===== src/pms_cfg.svh =====
/*
 * Constants for the paged two-wire memory slave: address layout,
 * memory geometry and the programming interval.
 * Assumes inclusion by the package, the slave module and the test bench.
 */
`ifndef PMS_CFG_SVH
`define PMS_CFG_SVH

// ----------------------------------------------------------------------
// Geometry and addressing
// ----------------------------------------------------------------------
`define PMS_MEM_AW       4
`define PMS_ADDR_FIXED   4'hA
`define PMS_RW_WRITE     1'h0
`define PMS_RW_READ      1'h1

// ----------------------------------------------------------------------
// Timing
// ----------------------------------------------------------------------
`define PMS_CLK_PERIOD_NS 10
`define PMS_NVPROG_US     10
`define PMS_NVPROG_CYC    ((`PMS_NVPROG_US * 1000) / `PMS_CLK_PERIOD_NS)

`endif


===== src/pms_pkg.sv =====
/*
 * Types for the paged two-wire memory slave.
 * Assumes pms_cfg.svh is on the include path.
 */
package pms_pkg;
`include "pms_cfg.svh"

    typedef enum logic [2:0] {
        PMS_IDLE,
        PMS_RX,
        PMS_RX_ACK,
        PMS_TX,
        PMS_TX_ACK,
        PMS_IGNORE
    } pms_state_t;

    typedef struct packed {
        logic sda_o;
        logic sda_oe;
    } pms_sda_drv_t;

endpackage : pms_pkg


===== src/pms_slave.sv =====
/*
 * Paged two-wire serial memory slave: byte receive/transmit, address
 * counter, two-byte page buffer and nonvolatile programming interval.
 * Assumes scl and sda come from the bus master asynchronously and are
 * sampled by clk; sda is open drain, pulled high outside the design.
 */
`timescale 1ns/1ps
`include "pms_cfg.svh"

// Function
// - First byte after a write address byte is the target memory address.
// - At most one two-byte page accepted per write transaction.
// - Address counter advances after every received data byte.
// - Pages are two bytes aligned on even addresses.
// - Excess write bytes wrap to the start of the current page.
// - After a page write stop, device programs during the interval.
// - Device leaves its slave address unacknowledged while programming.
// - Programming writes the whole two-byte page.
// - Unmodified byte of a page keeps its previous value.
// - Reads start from the current address counter.
// - Address-only write loads the counter and stores nothing.
// - Device keeps sending while master acknowledges each byte.
// - Traffic after a foreign address is ignored until next start.
// - Three slave address bits come from the select pins.
// - Bytes go MSB first; ninth bit 0 acknowledges, 1 refuses.
module pms_slave
    import pms_pkg::*;
#(
    parameter int MEM_AW   = `PMS_MEM_AW,
    parameter int PROG_CYC = `PMS_NVPROG_CYC
) (
    input  wire logic clk,
    input  wire logic rst_n,
    input  wire logic scl,
    input  wire logic sda_i,
    output logic      sda_o,
    output logic      sda_oe,
    input  wire logic addr_select_bit0,
    input  wire logic addr_select_bit1,
    input  wire logic addr_select_bit2,
    output logic      busy
);

    initial begin
        if (MEM_AW < 2 || MEM_AW > 8 || PROG_CYC < 1)
            $error("pms_slave: unsupported parameter values");
    end

    // ------------------------------------------------------------------
    // Pin synchronisers and bus event detection
    // ------------------------------------------------------------------
    logic [1:0] scl_s_q;
    logic [1:0] sda_s_q;
    logic       scl_p_q;
    logic       sda_p_q;

    always_ff @(posedge clk or negedge rst_n) begin
        if (!rst_n) begin
            scl_s_q <= 2'h3;
            sda_s_q <= 2'h3;
            scl_p_q <= 1'h1;
            sda_p_q <= 1'h1;
        end else begin
            scl_s_q <= {scl_s_q[0], scl};
            sda_s_q <= {sda_s_q[0], sda_i};
            scl_p_q <= scl_s_q[1];
            sda_p_q <= sda_s_q[1];
        end
    end

    wire scl_v    = scl_s_q[1];
    wire sda_v    = sda_s_q[1];
    wire scl_rise = scl_v & ~scl_p_q;
    wire scl_fall = ~scl_v & scl_p_q;
    wire start_c  = scl_v & scl_p_q & sda_p_q & ~sda_v;
    wire stop_c   = scl_v & scl_p_q & ~sda_p_q & sda_v;

    // ------------------------------------------------------------------
    // Slave address and memory
    // ------------------------------------------------------------------
    wire [6:0] own_addr = {`PMS_ADDR_FIXED,
                           addr_select_bit2, addr_select_bit1, addr_select_bit0};

    function automatic logic [MEM_AW-1:0] page_next(input logic [MEM_AW-1:0] a);
        page_next = {a[MEM_AW-1:1], ~a[0]};
    endfunction : page_next

    logic [7:0] mem_q [0:(1<<MEM_AW)-1];
    logic [7:0] page_q [0:1];
    logic [MEM_AW-1:0] page_base_q;

    // ------------------------------------------------------------------
    // Transaction state
    // ------------------------------------------------------------------
    pms_state_t        st_q;
    logic [7:0]        sh_q;
    logic [3:0]        bit_q;
    logic              is_read_q;
    logic [1:0]        wbyte_q;
    logic              ack_q;
    logic [MEM_AW-1:0] addr_q;
    logic              dirty_q;
    logic              drive_q;
    logic              drv_val_q;
    logic [31:0]       prog_q;

    wire       byte_done = scl_rise && (bit_q == 4'h7);
    wire [7:0] rx_byte   = {sh_q[6:0], sda_v};
    wire       addr_hit  = (rx_byte[7:1] == own_addr) && !busy;
    wire       first_b   = (wbyte_q == 2'h0);
    wire       addr_b    = (wbyte_q == 2'h1);
    wire [MEM_AW-1:0] tx_addr = addr_q;

    assign busy   = (prog_q != 32'h0);
    assign sda_o  = 1'b0;
    assign sda_oe = drive_q & ~drv_val_q;

    always_ff @(posedge clk or negedge rst_n) begin
        if (!rst_n) begin
            st_q        <= PMS_IDLE;
            sh_q        <= 8'h00;
            bit_q       <= 4'h0;
            is_read_q   <= 1'b0;
            wbyte_q     <= 2'h0;
            ack_q       <= 1'b0;
            addr_q      <= '0;
            dirty_q     <= 1'b0;
            drive_q     <= 1'b0;
            drv_val_q   <= 1'b1;
            prog_q      <= 32'h0;
            page_base_q <= '0;
            page_q[0]   <= 8'h00;
            page_q[1]   <= 8'h00;
        end else begin
            if (busy)
                prog_q <= prog_q - 32'h1;
            if (start_c) begin
                st_q    <= PMS_RX;
                bit_q   <= 4'h0;
                wbyte_q <= 2'h0;
                drive_q <= 1'b0;
            end else if (stop_c) begin
                st_q    <= PMS_IDLE;
                drive_q <= 1'b0;
                if (dirty_q) begin
                    dirty_q <= 1'b0;
                    prog_q  <= PROG_CYC;
                end
            end else begin
                unique case (st_q)
                    PMS_IDLE, PMS_IGNORE: begin
                    end
                    PMS_RX: begin
                        if (scl_rise) begin
                            sh_q  <= rx_byte;
                            bit_q <= bit_q + 4'h1;
                        end
                        if (byte_done) begin
                            ack_q <= 1'b1;
                            if (first_b) begin
                                is_read_q <= rx_byte[0];
                                if (!addr_hit)
                                    ack_q <= 1'b0;
                            end else if (addr_b) begin
                                addr_q <= rx_byte[MEM_AW-1:0];
                                page_base_q <= rx_byte[MEM_AW-1:0];
                                page_q[0] <= mem_q[{rx_byte[MEM_AW-1:1], 1'b0}];
                                page_q[1] <= mem_q[{rx_byte[MEM_AW-1:1], 1'b1}];
                            end else begin
                                page_q[addr_q[0]] <= rx_byte;
                                addr_q  <= page_next(addr_q);
                                dirty_q <= 1'b1;
                            end
                            if (wbyte_q != 2'h2)
                                wbyte_q <= wbyte_q + 2'h1;
                            st_q <= PMS_RX_ACK;
                        end
                    end
                    PMS_RX_ACK: begin
                        if (scl_fall && !drive_q) begin
                            if (ack_q) begin
                                drive_q   <= 1'b1;
                                drv_val_q <= 1'b0;
                            end else
                                st_q <= PMS_IGNORE;
                        end else if (scl_fall && drive_q) begin
                            bit_q <= 4'h0;
                            if (first_b || !is_read_q || !addr_b) begin
                                drive_q <= 1'b0;
                                st_q    <= PMS_RX;
                            end
                            if (is_read_q && addr_b) begin
                                sh_q      <= mem_q[tx_addr];
                                drv_val_q <= mem_q[tx_addr][7];
                                addr_q    <= addr_q + 1'b1;
                                st_q      <= PMS_TX;
                            end
                        end
                    end
                    PMS_TX: begin
                        if (scl_fall) begin
                            if (bit_q == 4'h7) begin
                                drive_q <= 1'b0;
                                st_q    <= PMS_TX_ACK;
                            end else begin
                                drv_val_q <= sh_q[6 - bit_q[2:0]];
                                bit_q     <= bit_q + 4'h1;
                            end
                        end
                    end
                    PMS_TX_ACK: begin
                        if (scl_rise) begin
                            if (sda_v)
                                st_q <= PMS_IGNORE;
                            else begin
                                sh_q      <= mem_q[tx_addr];
                                addr_q    <= addr_q + 1'b1;
                                bit_q     <= 4'h0;
                            end
                        end else if (scl_fall && !sda_p_q) begin
                            drive_q   <= 1'b1;
                            drv_val_q <= sh_q[7];
                            st_q      <= PMS_TX;
                        end
                    end
                endcase
            end
        end
    end

    // ------------------------------------------------------------------
    // Nonvolatile commit of the whole page
    // ------------------------------------------------------------------
    wire commit = stop_c && dirty_q;

    always_ff @(posedge clk) begin
        if (commit) begin
            mem_q[{page_base_q[MEM_AW-1:1], 1'b0}] <= page_q[0];
            mem_q[{page_base_q[MEM_AW-1:1], 1'b1}] <= page_q[1];
        end
    end

    // ------------------------------------------------------------------
    // Assertions
    // ------------------------------------------------------------------
    a_busy_load: assert property (@(posedge clk) disable iff (!rst_n)
        commit |=> (prog_q == PROG_CYC))
        else $error("programming interval not started");
    a_busy_nack: assert property (@(posedge clk) disable iff (!rst_n)
        (st_q == PMS_RX && byte_done && first_b && busy) |=> !ack_q)
        else $error("address acknowledged while busy");
    a_page_wrap: assert property (@(posedge clk) disable iff (!rst_n)
        (st_q == PMS_RX && byte_done && !first_b && !addr_b)
        |=> addr_q[MEM_AW-1:1] == $past(addr_q[MEM_AW-1:1]))
        else $error("write crossed page");
    a_addr_load: assert property (@(posedge clk) disable iff (!rst_n)
        (st_q == PMS_RX && byte_done && addr_b && !start_c && !stop_c)
        |=> addr_q == $past(rx_byte[MEM_AW-1:0]))
        else $error("address not loaded");
    a_foreign_quiet: assert property (@(posedge clk) disable iff (!rst_n)
        (st_q == PMS_IGNORE) |-> !sda_oe)
        else $error("drive while ignoring");
    a_ack_low: assert property (@(posedge clk) disable iff (!rst_n)
        (st_q == PMS_RX_ACK && drive_q) |-> sda_oe)
        else $error("ack not driven low");
    a_rd_incr: assert property (@(posedge clk) disable iff (!rst_n)
        (st_q == PMS_TX_ACK && scl_rise && !sda_v && !start_c && !stop_c)
        |=> addr_q == $past(addr_q) + 1'b1)
        else $error("read counter not advanced");
    a_busy_count: assert property (@(posedge clk) disable iff (!rst_n)
        (busy && !commit) |=> prog_q == $past(prog_q) - 32'h1)
        else $error("programming counter stalled");
    a_pin_addr: assert property (@(posedge clk) disable iff (!rst_n)
        own_addr[2:0] == {addr_select_bit2, addr_select_bit1, addr_select_bit0})
        else $error("select pins not used");

    c_write: cover property (@(posedge clk) disable iff (!rst_n) commit);
    c_read: cover property (@(posedge clk) disable iff (!rst_n) st_q == PMS_TX_ACK);
    c_poll: cover property (@(posedge clk) disable iff (!rst_n)
        st_q == PMS_RX && byte_done && first_b && busy);

endmodule : pms_slave


===== config.mk =====
export PLATFORM = sky130hd
export DESIGN_NAME = pms_slave
export DESIGN_NICKNAME = d
export VERILOG_FILES = /design/src/pms_pkg.sv /design/src/pms_slave.sv
export VERILOG_INCLUDE_DIRS = /design/src
export SDC_FILE = /design/constraint.sdc
export NUM_CORES = 1
export LEC_CHECK = 0
export BUFFER_PORTS_ARGS = -buffer_cell sky130_fd_sc_hd__buf_2
export CAP_MARGIN = 0
export CORE_ASPECT_RATIO = 2
export CORE_MARGIN = 2
export CORE_UTILIZATION = 60
export CTS_BUF_LIST = sky130_fd_sc_hd__clkbuf_4
export DETAILED_ROUTE_END_ITERATION = 10
export PLACE_DENSITY = 0.76
export REMOVE_ABC_BUFFERS = 1
export SETUP_SLACK_MARGIN = 0.1
export SLEW_MARGIN = 10
export SYNTH_ARGS = -nofsm -noshare
export SYNTH_HDL_FRONTEND = slang
export SYNTH_SLANG_ARGS = --single-unit
export TNS_END_PERCENT = 100

===== constraint.sdc =====
create_clock -name clk -period 5.7 [get_ports clk]
set_clock_uncertainty 0.1 [all_clocks]
set_input_delay 0.57 -clock clk [delete_from_list [all_inputs] [get_ports clk]]
set_output_delay 0.57 -clock clk [all_outputs]
set_load 0.01 [all_outputs]

==> metrics.cfg <==
[run_status]
status=finished clean

[sta]
holdWs_ns=0.00560
slew_viol_final=0
min_period_over_period_pct=63.1
tns_ns=0
setup_viol=0
hold_viol_final=0
fin_crit_ns=3.60
grt_setup_unrepaired=no
max_freq_ghz=0.278
slew_headroom_pct=20.7
max_slew.worst_pin.slew_ns=1.18

[placed_design]
dpl-instance-area_um2=10900
post-dp-hpwl_mm=18.6
port_buffers=8
place.gp.congestion=1.01

[clocking]
cts_tree=yes
cts-hold-fix-buffers=2
clkTransAtPathRegs_ns=0.09
post-cts-setup-buffer-count=0
cts_buffer_depth=3
cts_made_buffers=47
root_buffer=clkbuf_4
cts.sinks=211
cts_htree_levels=2
cts_resized=0
insertion_delay_ns=0.67

[floorplan]
die_h_um=192
ios=10
rows=68
core_area_um2=17300
die_x_um=98.1
dieArea_um2=18800
start_util_pct=61.5

[drt]
dr.pass1.iters=5
wirelength_mm=27.1
ant_nets=0
post_drt_wl_per_cell_um=25.6
via_per_inst=7.01
drt-initial-drc-count=581
drc=0
dr_total_vias=7407

[final_layout]
drive_gt1_share_pct=26.2
finalInstanceArea_um2=11500
layout_common_cells=edfxtp_1, dfrtp_1, mux4_2, clkbuf_4, a21oi_1
area_growth_pct=8.27
final_common_cell=edfxtp_1
finalNetCount=822
postLayoutCoreUtil_pct=66.6
fill_cells=1234
multi_input_area_um2=4470
regArea_um2=5930

[synth]
synthArstFlopShare_pct=39.3
yosysSeqAreaShare_pct=55.8
synth_top_family_by_area=multiplexers
synthCells=784
ys_ff_latch=211
synth_top_cell_area_share_pct=36.2
synth_top_cell_by_area=edfxtp_1
synth_mux_area_share_pct=16.8
synth-xor-area-share_pct=0.495
yosys_warnings=0
synth_compound_area_share_pct=10.9
synth_area_leaders=edfxtp_1, dfrtp_1, mux4_2
synth-edff-count=128
synth_ff_type=edfxtp_1
synth-simple-area-share_pct=12.6
ys_types=69
syn_avg_cell_area_um2=13.5
synthAdderAreaFrac_pct=0.825
netlist_area_um2=10600

[pwr]
power.total_w=0.00533
pwr_density_cell_nw_per_um2=463
ir_worst_vdd_mv=0.304
p_leak_nw=4.02

[global_route]
gr-usage-all-layers_pct=29.9
grt_pass1_vias=7950
grt_busiest_layer=met2
grt_pass1_wl_mm=42.9
grt_use_met2_pct=55.1
antenna_found_initial=1
met3_usage_pct=4.29
grt_use_met1_pct=30.8
grt_max_degree=84
grt-ovfl-total=0

[setup_path]
crit_path_max_fanout=24
worstSetupPathType=register to register
crit_path_start_kind=register
crit_chain=and4b_1 -> and2_1 -> nand2_1 -> nor2_1 -> buf_4
worst_setup_path_end_kind=register
max_stage_delay_ns=0.78
critPathSlowestCell=and2_1
crit_arrival_ns=3.80
crit_buf_inv=1
cp_top_family=simple AND/OR/NAND/NOR gates
required_ns=5.91

[flow_run]
cap_violations=0

[hold_path]
hold_path_class=input pin to asynchronous set/reset pin

==> worst register-to-register path, stage by stage, from the launching register on <==
cell and delay (ns):
dfstp_2 0.66, and4b_1 0.35, and2_1 0.78, nand2_1 0.29, nor2_1 0.76, buf_4 0.31
==> cell families after synthesis <==
kind of cell / after synthesis
flops: 211
fa+ha+maj: 7
mux: 93
other cells: 1
simple gates: 222
buf+inv: 63
xor+xnor: 6
compound gates: 181
==> through the flow <==
stage               cells  setup WS [ns]
floorplan             732           2.40
global placement      967           2.29
detailed placement    967           2.16
CTS                  1056           2.13
global route         1057           1.92
finish               1057           2.10
==> area by class of cell <==
class / instances / share of cell area (%)
antenna: 1 / 0.0218
clock buffer: 65 / 4.24
clock inverter: 22 / 1.00
inverter: 11 / 0.359
multi-input combinational: 510 / 38.8
sequential: 211 / 51.6
tap: 210 / 2.29
timing repair buffer: 27 / 1.65
==> metal layers <==
layer,vias up,wire [um]
met2,347,15000
met1,3710,8810
met4,0,1870
met5,-,0
li1,3234,-
met3,116,1360
==> cells in the mapped netlist, types with 4 or more instances <==
master	n
a21oi_1	58
a221o_1	8
a22oi_1	25
a31oi_1	14
and2_1	5
and3_1	8
buf_1	6
buf_2	6
clkbuf_1	36
dfrtp_1	76
dfstp_2	7
edfxtp_1	128
ha_1	7
inv_1	11
mux2_2	22
mux2i_1	5
mux4_2	66
nand2_1	33
nand2b_1	14
nand3_1	10
nand3b_1	10
nand4_1	5
nand4b_1	5
nor2_1	32
nor2b_1	17
nor3_1	16
nor4_1	11
o21ai_0	32
o31ai_1	14
or2_2	4
or3_1	11
or3_2	4
or4_1	14
or4_2	4
xnor2_1	4
==> final timing paths <==
kind	cells after the start	end	slack, ns	startpoint
setup / recovery	5	mem_q[14][3]	2.10	sda_s_q[1]
max in group asynchronous	1	prog_q[20]	4.73	rst_n
setup reg to reg	5	mem_q[14][3]	2.10	sda_s_q[1]
min in group clk	0	sda_s_q[1]	0.24	sda_s_q[0]
hold reg to reg	0	sda_s_q[1]	0.24	sda_s_q[0]
hold / removal	1	st_q[2]	0.006	rst_n
==> state kept, by name, indices dropped and copies added (netlist names), 2 cells and up <==
name	cells
page_q	16
bit_q	4
sh_q	8
prog_q	32
st_q	3
page_base_q	3
addr_q	4
mem_q	128
wbyte_q	2
sda_s_q	2
scl_s_q	2
==> power by group <==
group / switching [W] / internal, W / total, W
Sequential: 0.000419 / 0.00188 / 0.00230
Clock: 0.000604 / 0.000580 / 0.00118
Combinational: 0.000943 / 0.000899 / 0.00184
Power figures use the tool's default switching activity.
